===== src/rtl/kccs_pkg.sv =====
/*
  Package for the Kelvin contact check sequencer: thresholds, status bit positions,
  timeout scaling and state encodings.
  Assumes a single 10 MHz system clock.
*/
package kccs_pkg;
  localparam int          KCCS_CLK_HZ      = 10_000_000;
  localparam int          KCCS_RES_W       = 16;          // Resistance result, whole ohms
  localparam int          KCCS_NPAIR       = 3;           // Force/sense lead pairs
  localparam int          KCCS_TMO_W       = 24;          // Timeout in 100 us units
  localparam int          KCCS_TICK_US     = 100;         // Timeout unit, microseconds
  localparam int          KCCS_TICK_CYC    = (KCCS_CLK_HZ / 1_000_000) * KCCS_TICK_US;
  localparam int          KCCS_TICK_W      = 10;
  localparam logic [23:0] KCCS_TMO_MAX     = 24'h98967F;  // 999.9999 s in 100 us units
  localparam int          KCCS_CHECK_US    = 350;         // Shortest complete check
  localparam int          KCCS_CHECK_CYC   = (KCCS_CLK_HZ / 1_000_000) * KCCS_CHECK_US;
  // Threshold selection codes and values
  localparam logic [1:0]  KCCS_THR_SEL_2   = 2'h0;
  localparam logic [1:0]  KCCS_THR_SEL_15  = 2'h1;
  localparam logic [1:0]  KCCS_THR_SEL_50  = 2'h2;
  localparam logic [1:0]  KCCS_THR_SEL_RST = KCCS_THR_SEL_50;
  localparam logic [15:0] KCCS_THR_2       = 16'h0002;
  localparam logic [15:0] KCCS_THR_15      = 16'h000F;
  localparam logic [15:0] KCCS_THR_50      = 16'h0032;
  // Status word and measurement register positions
  localparam int          KCCS_SW_W        = 24;
  localparam int          KCCS_SW_OPEN_BIT = 18;
  localparam int          KCCS_SW_L4F_BIT  = 19;
  localparam int          KCCS_MEAS_W      = 16;
  localparam int          KCCS_MEAS_BIT    = 10;
  localparam int          KCCS_PAT_W       = 4;
  typedef enum logic [5:0] {
    KCCS_IDLE  = 6'h01,
    KCCS_SKIP  = 6'h02,
    KCCS_START = 6'h04,
    KCCS_WAIT  = 6'h08,
    KCCS_FAILW = 6'h10,
    KCCS_DONE  = 6'h20
  } kccs_state_t;
endpackage


===== src/rtl/kccs_cmp_if.sv =====
/*
  Interface carrying lead pair results between the sequencer and its comparator.
  Assumes both ends run on mclk.
*/
`timescale 1ns/1ns
interface kccs_cmp_if;
  import kccs_pkg::*;
  logic [KCCS_NPAIR*KCCS_RES_W-1:0] res;
  logic [KCCS_RES_W-1:0]            thr;
  logic                             load;
  logic                             pass;
  logic                             valid;
  modport seq (output res, output thr, output load, input pass, input valid);
  modport cmp (input res, input thr, input load, output pass, output valid);
endinterface // kccs_cmp_if


===== src/rtl/kccs_cmp.sv =====
/*
  Lead pair comparator: registers the pass result of all pairs against a threshold.
  Assumes results are held stable while load is high.
*/
`timescale 1ns/1ns
module kccs_cmp
  import kccs_pkg::*;
(
  input  wire logic mclk,
  input  wire logic reset,
  kccs_cmp_if.cmp   cif
);
  logic [KCCS_NPAIR-1:0] below;
  logic                  pass_q;
  logic                  valid_q;

  // One strict comparison per lead pair
  genvar g;
  generate
    for (g = 0; g < KCCS_NPAIR; g++) begin : g_pair
      assign below[g] = cif.res[g*KCCS_RES_W +: KCCS_RES_W] < cif.thr;
    end
  endgenerate

  // Any pair at or above threshold fails the check
  always_ff @(posedge mclk) begin
    if (reset) begin
      pass_q  <= 1'b0;
      valid_q <= 1'b0;
    end else begin
      valid_q <= cif.load;
      if (cif.load) begin
        pass_q <= &below;
      end
    end
  end

  assign cif.pass  = pass_q;
  assign cif.valid = valid_q;
endmodule // kccs_cmp


===== src/rtl/kccs_seq.sv =====
/*
  Kelvin contact check sequencer: gates the trigger layer source step on a contact
  check, times out failures and drives the failure indications.
  Assumes the resistance front end delivers three results with a done strobe, all on mclk.
*/
`timescale 1ns/1ns
module kccs_seq
  import kccs_pkg::*;
(
  input  wire logic                         mclk,
  input  wire logic                         reset,
  input  wire logic                         cc_enable,
  input  wire logic [1:0]                   cc_thr_sel,
  input  wire logic                         cc_thr_load,
  input  wire logic                         four_wire,
  input  wire logic                         evt_det_enable,
  input  wire logic [KCCS_TMO_W-1:0]        evt_timeout,
  input  wire logic                         lim4_enable,
  input  wire logic [KCCS_PAT_W-1:0]        lim4_fail_pattern,
  input  wire logic                         trig_reach,
  output logic                              meas_start,
  input  wire logic                         meas_done,
  input  wire logic [KCCS_NPAIR*KCCS_RES_W-1:0] meas_res,
  output logic                              source_go,
  output logic                              limits_go,
  output logic                              open_lead_flag,
  output logic [KCCS_PAT_W-1:0]             dio_out,
  output logic                              dio_out_valid,
  output logic [KCCS_SW_W-1:0]              status_word,
  output logic [KCCS_MEAS_W-1:0]            meas_cond,
  output logic [KCCS_MEAS_W-1:0]            meas_event,
  input  wire logic                         meas_event_clr,
  output logic [1:0]                        thr_sel_out,
  output logic                              det_active,
  output logic                              busy
);
  kccs_cmp_if  cif ();
  kccs_state_t state_q;
  kccs_state_t state_d;
  logic [1:0]            thr_sel_q;
  logic [KCCS_TMO_W-1:0] tmo_cnt_q;
  logic [KCCS_TICK_W-1:0] tick_cnt_q;
  logic                  tick;
  logic                  det_en_eff;
  logic                  check_on;
  logic                  tmo_zero;
  logic                  tmo_hit;
  logic                  failed_q;
  logic                  open_q;
  logic                  lim4_fail_q;
  logic                  lim4_pass_q;
  logic [KCCS_PAT_W-1:0] dio_q;
  logic                  dio_v_q;
  logic                  evt_q;
  logic                  source_go_q;
  logic                  limits_go_q;
  logic [KCCS_TMO_W-1:0] tmo_clip;
  logic                  fail_evt;

  // Threshold decode
  function automatic logic [KCCS_RES_W-1:0] thr_of(input logic [1:0] sel);
    case (sel)
      KCCS_THR_SEL_2:  thr_of = KCCS_THR_2;
      KCCS_THR_SEL_15: thr_of = KCCS_THR_15;
      default:         thr_of = KCCS_THR_50;
    endcase
  endfunction

  kccs_cmp u_cmp (
    .mclk  (mclk),
    .reset (reset),
    .cif   (cif)
  );

  // Comparator feed
  assign cif.res  = meas_res;
  assign cif.thr  = thr_of(thr_sel_q);
  assign cif.load = (state_q == KCCS_WAIT || state_q == KCCS_FAILW) && meas_done;

  // Threshold selection register, 50 ohm after reset
  always_ff @(posedge mclk) begin
    if (reset) begin
      thr_sel_q <= KCCS_THR_SEL_RST;
    end else if (cc_thr_load && cc_thr_sel != 2'h3) begin
      thr_sel_q <= cc_thr_sel;
    end
  end

  // Qualifiers: check only in four-wire, detection forced off otherwise
  assign check_on   = cc_enable && four_wire;
  assign det_en_eff = evt_det_enable && check_on;
  assign tmo_clip   = (evt_timeout > KCCS_TMO_MAX) ? KCCS_TMO_MAX : evt_timeout;
  assign tmo_zero   = (tmo_clip == '0);
  assign tick       = (tick_cnt_q == KCCS_TICK_W'(KCCS_TICK_CYC - 1));
  assign tmo_hit    = !tmo_zero && tick && (tmo_cnt_q == tmo_clip - KCCS_TMO_W'(1));
  assign fail_evt   = cif.valid && !cif.pass;

  // Sequencer next state
  always_comb begin
    state_d = state_q;
    case (state_q)
      KCCS_IDLE: begin
        if (trig_reach) begin
          state_d = check_on ? KCCS_START : KCCS_SKIP;
        end
      end
      KCCS_SKIP: state_d = KCCS_DONE;
      KCCS_START: state_d = KCCS_WAIT;
      KCCS_WAIT: begin
        if (cif.valid && cif.pass) begin
          state_d = KCCS_DONE;
        end else if (fail_evt) begin
          state_d = det_en_eff ? KCCS_FAILW : KCCS_DONE;
        end else if (!det_en_eff) begin
          state_d = KCCS_WAIT;                         // Result still needed for flags
        end else if (tmo_hit) begin
          state_d = KCCS_DONE;
        end
      end
      KCCS_FAILW: begin
        if (tmo_hit) begin
          state_d = KCCS_DONE;
        end else if (tmo_zero && cif.valid && cif.pass) begin
          state_d = KCCS_DONE;
        end
      end
      KCCS_DONE: state_d = KCCS_IDLE;
      default:   state_d = KCCS_IDLE;
    endcase
  end

  // State register
  always_ff @(posedge mclk) begin
    if (reset) begin
      state_q <= KCCS_IDLE;
    end else begin
      state_q <= state_d;
    end
  end

  // Timeout prescaler and counter, live in KCCS_WAIT and KCCS_FAILW, detection on or off
  always_ff @(posedge mclk) begin
    if (reset || !(state_q == KCCS_WAIT || state_q == KCCS_FAILW) || tick) begin
      tick_cnt_q <= '0;
    end else begin
      tick_cnt_q <= tick_cnt_q + KCCS_TICK_W'(1);
    end
  end

  always_ff @(posedge mclk) begin
    if (reset || !(state_q == KCCS_WAIT || state_q == KCCS_FAILW)) begin
      tmo_cnt_q <= '0;
    end else if (tick) begin
      tmo_cnt_q <= tmo_cnt_q + KCCS_TMO_W'(1);
    end
  end

  // Failure capture for the current trigger pass
  always_ff @(posedge mclk) begin
    if (reset || state_q == KCCS_START || state_q == KCCS_SKIP) begin
      failed_q <= 1'b0; // A skipped check must not report an old failure
    end else if (fail_evt) begin
      failed_q <= 1'b1;
    end
  end

  // Open lead flag and limit 4 result, updated at the end of each check
  always_ff @(posedge mclk) begin
    if (reset) begin
      open_q      <= 1'b0;
      lim4_fail_q <= 1'b0;
      lim4_pass_q <= 1'b0;
    end else if (state_q == KCCS_DONE) begin
      open_q      <= failed_q;
      lim4_fail_q <= lim4_enable && failed_q;
      lim4_pass_q <= lim4_enable && !failed_q;
    end
  end

  // Digital output pattern on limit 4 failure
  always_ff @(posedge mclk) begin
    if (reset) begin
      dio_q   <= '0;
      dio_v_q <= 1'b0;
    end else if (state_q == KCCS_DONE) begin
      dio_q   <= (lim4_enable && failed_q) ? lim4_fail_pattern : '0;
      dio_v_q <= lim4_enable && failed_q;
    end
  end

  // Sticky event bit; a failure in the clearing cycle wins
  always_ff @(posedge mclk) begin
    if (reset) begin
      evt_q <= 1'b0;
    end else if (state_q == KCCS_DONE && failed_q) begin
      evt_q <= 1'b1;
    end else if (meas_event_clr) begin
      evt_q <= 1'b0;
    end
  end

  // Step releases: contact limit and source action in the same cycle
  always_ff @(posedge mclk) begin
    if (reset) begin
      source_go_q <= 1'b0;
      limits_go_q <= 1'b0;
    end else begin
      source_go_q <= (state_q == KCCS_DONE);
      limits_go_q <= (state_q == KCCS_DONE);
    end
  end

  // Status word: open lead bit and limit 4 fail bit
  always_comb begin
    status_word                   = '0;
    status_word[KCCS_SW_OPEN_BIT] = lim4_enable && open_q;
    status_word[KCCS_SW_L4F_BIT]  = lim4_fail_q;
    meas_cond                     = '0;
    meas_cond[KCCS_MEAS_BIT]      = open_q;
    meas_event                    = '0;
    meas_event[KCCS_MEAS_BIT]     = evt_q;
  end

  // No energy applied: only a measurement request leaves here
  assign meas_start     = (state_q == KCCS_START);
  assign source_go      = source_go_q;
  assign limits_go      = limits_go_q;
  assign open_lead_flag = open_q;
  assign dio_out        = dio_q;
  assign dio_out_valid  = dio_v_q;
  assign thr_sel_out    = thr_sel_q;
  assign det_active     = (state_q == KCCS_WAIT || state_q == KCCS_FAILW) && det_en_eff;
  assign busy           = (state_q != KCCS_IDLE);
endmodule // kccs_seq


===== config.mk =====
export PLATFORM = sky130hd
export DESIGN_NAME = kccs_seq
export DESIGN_NICKNAME = d
export VERILOG_FILES = /design/src/rtl/kccs_pkg.sv /design/src/rtl/kccs_cmp_if.sv /design/src/rtl/kccs_cmp.sv /design/src/rtl/kccs_seq.sv
export SDC_FILE = /design/constraint.sdc
export NUM_CORES = 1
export LEC_CHECK = 0
export BUFFER_PORTS_ARGS = -buffer_cell sky130_fd_sc_hd__buf_2
export CAP_MARGIN = 25
export CORE_ASPECT_RATIO = 1.75
export CORE_UTILIZATION = 35
export CTS_CLUSTER_SIZE = 16
export DETAILED_ROUTE_END_ITERATION = 10
export GPL_TIMING_DRIVEN = 0
export PLACE_DENSITY_LB_ADDON = 0.15
export SLEW_MARGIN = 10
export SYNTH_ARGS = -nofsm -noshare
export SYNTH_HDL_FRONTEND = slang
export SYNTH_SLANG_ARGS = --single-unit

===== constraint.sdc =====
create_clock -name mclk -period 7.2 [get_ports mclk]
set_clock_uncertainty 0.15 [all_clocks]
set_input_delay 2.16 -clock mclk [delete_from_list [all_inputs] [get_ports mclk]]
set_output_delay 2.16 -clock mclk [all_outputs]
set_load 0.01 [all_outputs]

* Word level (Yosys, flattened, before mapping)
Index checks and enable logic that the tools add are counted.
** Word-level totals
- Register bits :: 53
- Bits of input ports :: 88
- Output and inout port bits :: 69
- Word-level logic and storage cells :: 75
** Cells by class
- Add/subtract/negate cells :: 3
- Order comparisons :: 4
- Equal/unequal tests :: 14
- Multiplexer cells :: 15
- Reduce and logical (&&, ||, !) cells :: 27
** Operators with widths (count)
- 16-bit by 6-bit < comparator with 1-bit output :: 3
- 6-bit two-way mux :: 8
- 6-bit case mux with 5 select lines :: 1
- 24-bit by 1-bit adder with 24-bit output (second input constant) :: 1
- 24-bit == test :: 1
- 24-bit > comparator (second input constant) :: 1
- 24-bit zero test :: 1
- 24-bit two-way mux :: 1
- 24-bit by 1-bit subtractor with 24-bit output (second input constant) :: 1
- 1-bit logical AND :: 14
- 6-bit case mux with 2 select lines :: 1
- 10-bit by 1-bit adder with 10-bit output (second input constant) :: 1
- 10-bit == test (second input constant) :: 1
- 6-bit by 1-bit == test with 1-bit output (second input constant) :: 1
- 6-bit by 2-bit == test with 1-bit output (second input constant) :: 1
- 6-bit by 3-bit == test with 1-bit output (second input constant) :: 1
- 6-bit by 4-bit == test with 1-bit output (second input constant) :: 1
- 6-bit by 5-bit == test with 1-bit output (second input constant) :: 1
- 6-bit == test (second input constant) :: 1
- 6-bit by 1-bit != test with 1-bit output (second input constant) :: 1
- 3-bit AND reduction :: 2
- 1-bit logical OR :: 5
- 5-bit != test (second input constant) :: 1
- 4-bit two-way mux :: 1
- other kinds (8) :: 12

* Depth between registers and ports, before layout
- Depth in word-level cells :: 11
- Depth in mapped cells :: 17
- Gate-level depth less buffers :: 15

* Modules after synthesis
A second synthesis with hierarchy kept.
** Unflattened totals
- Cells, all modules :: 641
- Area total of the unflattened synthesis :: 5022.3 um^2
** By module, submodules not included
- kccs_seq :: instances 1, cells each 510, area an instance 3958.8 um^2, seq. area each 1021.0 um^2
- kccs_cmp :: instances 1, cells each 131, area an instance 1063.5 um^2, seq. area each 40.0 um^2

* Worst setup path before layout
No wires, ideal clock.
- Path kind :: input-to-reg
- Start :: in evt_timeout[7]
- End :: reg state_q[3]
- Setup time :: 0.121 ns
- Data arrival time :: 5.902 ns
- Data required time :: 6.929 ns
- Setup slack :: 1.027 ns
- Stages on the path :: 17
- Buffers on the path :: 2
- Cell sequence :: clkbuf_1 > and3_1 > a211o_1 > o21ai_0 > nand2_1 > clkbuf_1 > nor2_1 > ha_1 > nand2b_1 > o41ai_1 > nor3b_1 > a21oi_1 > a2111oi_0 > o22ai_1 > nor4_1 > a31oi_2 > mux2_4
** On the way
- Word-level cells in the longest chain between the ends :: 8
- Elaborated cells on any way between the ends :: 15
- Classes of those cells :: add/sub: 1; order compare: 1; eq/ne: 3; mux: 3; reduce/logical: 7
** RTL lines
- start: declaration :: RTL line kccs_seq.sv:17 : input wire logic [KCCS_TMO_W-1:0] evt_timeout,
- 24-bit > comparator :: RTL line kccs_seq.sv:92 : assign tmo_clip = (evt_timeout > KCCS_TMO_MAX) ? KCCS_TMO_MAX : evt_timeout;
- 24-bit two-way mux * :: RTL line kccs_seq.sv:92
- parallel branches: the longest is 6 deep, another holds 24-bit by 1-bit subtractor with 24-bit output
- end signal: assignment :: RTL line kccs_seq.sv:137 : state_q <= state_d;
- end: declaration :: RTL line kccs_seq.sv:38 : kccs_state_t state_q;
Mark *: on every way between the ends.
A chain may end at the register's enable or synchronous reset.

* Worst setup path in the final report
- Start :: in evt_timeout[18]
- End :: reg state_q[3]
The elaborated chain is that of the path after synthesis.

==> metrics.txt <==
# TYPE chip_impl_metric gauge
chip_impl_metric{name="htree_levels",unit=""} 2
chip_impl_info{name="path_class",value="in -> reg"} 1
chip_impl_metric{name="clkPwrFrac",unit=""} 0.378
chip_impl_metric{name="min_period",unit="ps"} 6750
chip_impl_metric{name="fp.coreArea",unit="µm²"} 12100
chip_impl_info{name="critPathSlowestCell",value="or3_1"} 1
chip_impl_metric{name="postSynthRegisterBits",unit=""} 53
chip_impl_metric{name="worstPathArrival",unit="ps"} 6790
chip_impl_metric{name="post_synthesis_cell_type_count",unit=""} 62
chip_impl_metric{name="synth_seq_area_share",unit=""} 0.245
chip_impl_metric{name="finalNonFillerCells",unit=""} 889
chip_impl_metric{name="ios",unit=""} 157
chip_impl_metric{name="grt_pass1_wl",unit="µm"} 18500
chip_impl_info{name="cell_by_cell_trace_of_the_critical_path",value="buf_2 > or3_1 > a211o_1 > o21ai_1 > nand2_1 > clkbuf_1 > nor2_1 > ha_1 > nand2b_1 > o41ai_2 > nor3b_1 > a21oi_1 > a2111oi_2 > o22ai_1 > nor4_1 > a31oi_2 > mux2_4"} 1
chip_impl_info{name="synth_top_flop_cell",value="dfxtp_1"} 1
chip_impl_metric{name="numPlacedInstances",unit=""} 881
chip_impl_metric{name="dp_hpwl",unit="µm"} 9740
chip_impl_metric{name="timing.critical_path.required",unit="ps"} 7230
chip_impl_metric{name="fin_nets",unit=""} 829
chip_impl_metric{name="timing.final.hold_violations",unit=""} 0
chip_impl_metric{name="detail_route.first_pass.iterations",unit=""} 4
chip_impl_info{name="cts_root_buf",value="clkbuf_16"} 1
chip_impl_info{name="setup_repair_after_global_routing_missed_its_margin",value="false"} 1
chip_impl_metric{name="cts_inserted_buffers",unit=""} 5
chip_impl_metric{name="grtUsageTotal",unit=""} 0.181
chip_impl_metric{name="dieHeight",unit="µm"} 149
chip_impl_metric{name="antenna_left",unit=""} 0
chip_impl_metric{name="compound_cell_area_share_of_the_yosys_netlist",unit=""} 0.103
chip_impl_metric{name="synth.cell_area",unit="µm²"} 4340
chip_impl_metric{name="drv_slew",unit=""} 0
chip_impl_info{name="cp-start-kind",value="primary input"} 1
chip_impl_metric{name="post_synth.cell_area_avg",unit="µm²"} 7.65
chip_impl_metric{name="power.switching_fraction",unit=""} 0.270
chip_impl_metric{name="design_power_total",unit="W"} 0.000746
chip_impl_metric{name="peakVddDrop",unit="V"} 0.0000848
chip_impl_metric{name="areaGrowthSynthToFinish",unit="%"} 24.8
chip_impl_metric{name="fin_crit_sh",unit=""} 0.938
chip_impl_metric{name="route.detailed.drc",unit=""} 0
chip_impl_info{name="cts_tree",value="done"} 1
chip_impl_metric{name="routed-via-count",unit=""} 4285
chip_impl_info{name="mostFrequentLayoutCell",value="buf_2"} 1
chip_impl_metric{name="port_buffers",unit=""} 98
chip_impl_metric{name="detailedRoute.firstIterationViolations",unit=""} 81
chip_impl_metric{name="post_drt_via_cell_ratio",unit=""} 4.82
chip_impl_metric{name="fraction_of_the_mapped_netlist_area_in_simple_logic_gates",unit=""} 0.325
chip_impl_metric{name="antenna_found_initial",unit=""} 0
chip_impl_metric{name="yosys.area_share.xor_xnor",unit=""} 0.134
chip_impl_metric{name="postRouteWirelength",unit="µm"} 11600
chip_impl_metric{name="synth-warning-count",unit=""} 0
chip_impl_info{name="combinational_family_with_the_most_area_after_synthesis",value="simple AND/OR/NAND/NOR gates"} 1
chip_impl_metric{name="initial_standard_cell_utilization_of_the_core",unit=""} 0.360
chip_impl_info{name="timing.critical_path.to_type",value="flop"} 1
chip_impl_metric{name="global_route.overflow_total",unit=""} 0
chip_impl_metric{name="synthesis.instances",unit=""} 567
chip_impl_metric{name="place.gp.congestion",unit=""} 0.880
chip_impl_metric{name="max_freq",unit="MHz"} 148
chip_impl_metric{name="timing.critical_path.slowest_cell_delay",unit="ps"} 420
chip_impl_metric{name="synth_fa_ha_area_frac",unit=""} 0.0519
chip_impl_metric{name="synth_edf_count",unit=""} 0
chip_impl_metric{name="placementRows",unit=""} 53
chip_impl_metric{name="fraction_of_layout_instances_using_a_drive_strength_above_1",unit=""} 0.244
chip_impl_info{name="leading_cell_types_in_the_layout_fill_and_taps_excluded",value="buf_2 (99), nor2_1 (78), buf_4 (56)"} 1
chip_impl_info{name="status",value="finished clean"} 1
chip_impl_metric{name="logic_gate_share_of_total_power",unit=""} 0.219
chip_impl_metric{name="clk_latency",unit="ps"} 300
chip_impl_metric{name="synth_mux_area_frac",unit=""} 0.0130
chip_impl_metric{name="p_leak",unit="nW"} 2.34
chip_impl_metric{name="antenna_cells",unit=""} 0
chip_impl_metric{name="timing_worst_slew_pin_value",unit="ps"} 864
chip_impl_metric{name="chipWidth",unit="µm"} 86.2
chip_impl_metric{name="setup_viol",unit=""} 0
chip_impl_info{name="hold_path.class",value="reg -> reg"} 1
chip_impl_metric{name="power_density",unit="nW/µm²"} 138
chip_impl_metric{name="seq_power_share",unit=""} 0.403
chip_impl_metric{name="internal_power",unit="W"} 0.000545
chip_impl_metric{name="post_cts_setup_bufs",unit=""} 0
chip_impl_metric{name="synth_async_sr_flop_share",unit=""} 0
chip_impl_metric{name="maximum_number_of_pins_on_one_net_before_global_route_repair",unit=""} 16
chip_impl_metric{name="slew_headroom",unit=""} 0.420
chip_impl_metric{name="path_max_fanout",unit=""} 10
chip_impl_metric{name="routedWlPerCell",unit="µm"} 13.0
chip_impl_metric{name="die_area",unit="µm²"} 12900
chip_impl_metric{name="count_of_max_cap_constraint_violations",unit=""} 0
chip_impl_metric{name="cts.path.max_buffers",unit=""} 2
chip_impl_metric{name="clk_sinks",unit=""} 53
chip_impl_metric{name="path_clk_slew",unit="ps"} 60
chip_impl_metric{name="grt_pass1_vias",unit=""} 4085
chip_impl_metric{name="switching_power",unit="W"} 0.000202
-- kinds of logic (layout without fill, tap and decap cells) --
group           count (synthesis)  after routing
fa+ha+maj                      18             18
other cells                     1             52
compound gates                 70             70
buf+inv                        92            198
mux                             5              5
flops                          53             53
simple gates                  265            265
xor+xnor                       63             63
-- critical path, delay by kind of cell --
kind                       cells  cell delay, ps
buffers and inverters          2             420
muxes                          1             350
and+or+nand+nor                6            1690
AOI/OAI and AO/OA              7            1910
adders and majority gates      1             270
-- per-stage QoR --
stage	cell area (µm²)	TNS (ps)	hold slack [ps]	setup slack [ps]	utilization
floorplan	4530	0	280	1030	-
global placement	5230	-2200	290	-583	0.433
detailed placement	5230	-1520	295	-437	0.433
CTS	5400	0	303	82.3	0.447
global route	5410	0	324	174	0.449
finish	5410	0	300	447	0.449
-- final timing paths --
kind              cells after the start  slack [ps]          to       startpoint
hold reg to reg                       2         300  dio_out[2]       dio_out[2]
hold / removal                        2         300  dio_out[2]       dio_out[2]
setup reg to reg                     10        3930  state_q[3]       state_q[4]
setup / recovery                     17         450  state_q[3]  evt_timeout[18]
-- registers in the layout, summed over array words and instances, names as in the netlist --
register / cells
dio_out: 4
dio_out_valid: 1
evt_q: 1
failed_q: 1
limits_go: 1
open_lead_flag: 1
state_q: 6
thr_sel_out: 2
tick_cnt_q: 10
tmo_cnt_q: 24
u_cmp.cif.pass: 1
u_cmp.cif.valid: 1
-- per-layer routing --
metal / track usage / up-vias / share of wire
met4: 0.0667 / 0 / 0.022
met5: 0 / - / 0
li1: - / 2194 / -
met2: 0.381 / 142 / 0.56
met3: 0.0243 / 16 / 0.053
met1: 0.167 / 1933 / 0.37
-- power groups by stage --
stage | combinational, W | sequential (W) | clock, W
floorplan | 0.000108 | 0.000307 | 0
global placement | 0.000160 | 0.000307 | 0
detailed placement | 0.000162 | 0.000307 | 0
CTS | 0.000163 | 0.000301 | 0.000288
global route | 0.000183 | 0.000301 | 0.000299
finish | 0.000163 | 0.000301 | 0.000282
-- synth_stat cells (2+ instances only) --
cell | n | area share
a2111oi_0 | 2 | 0.0040
nor2b_1 | 6 | 0.0087
buf_4 | 56 | 0.097
o21ai_0 | 15 | 0.017
nor4bb_1 | 3 | 0.0069
nand2_1 | 40 | 0.035
and4_1 | 5 | 0.010
o22ai_1 | 2 | 0.0029
and4b_1 | 2 | 0.0046
a31oi_1 | 2 | 0.0029
and2_1 | 2 | 0.0029
nand3_1 | 26 | 0.030
nand2b_1 | 10 | 0.014
xnor2_1 | 22 | 0.044
dfxtp_1 | 53 | 0.24
xnor3_1 | 2 | 0.010
and3_1 | 9 | 0.013
xor2_1 | 39 | 0.079
or4_1 | 3 | 0.0052
clkbuf_1 | 21 | 0.018
and3b_1 | 2 | 0.0040
inv_1 | 12 | 0.010
mux2i_1 | 3 | 0.0069
nand4_1 | 17 | 0.025
o21a_1 | 3 | 0.0052
or2_2 | 4 | 0.0058
nor2_1 | 78 | 0.067
nand4b_1 | 2 | 0.0040
or3_1 | 8 | 0.012
o211ai_1 | 7 | 0.012
nand3b_1 | 4 | 0.0069
o32ai_1 | 2 | 0.0040
ha_1 | 18 | 0.052
nor4_1 | 16 | 0.023
a21oi_1 | 24 | 0.028
nor3b_1 | 5 | 0.0087
nor3_1 | 17 | 0.020
-- area by class of cell --
| cell class | instances | area [µm²] |
|---|---|---|
| buffer | 80 | 513 |
| clock buffer | 7 | 143 |
| clock inverter | 1 | 30.0 |
| fill | 1333 | 6660 |
| inverter | 12 | 45.0 |
| multi-input combinational | 473 | 2930 |
| sequential | 53 | 1060 |
| tap | 165 | 206 |
| timing repair buffer | 98 | 490 |
-- timing repair --
item	4_1_cts	5_1_grt
resized for setup	1	3
hold buffers	0	0
setup endpoints to repair	3	5
No activity file was read; power rests on OpenSTA's default activity.
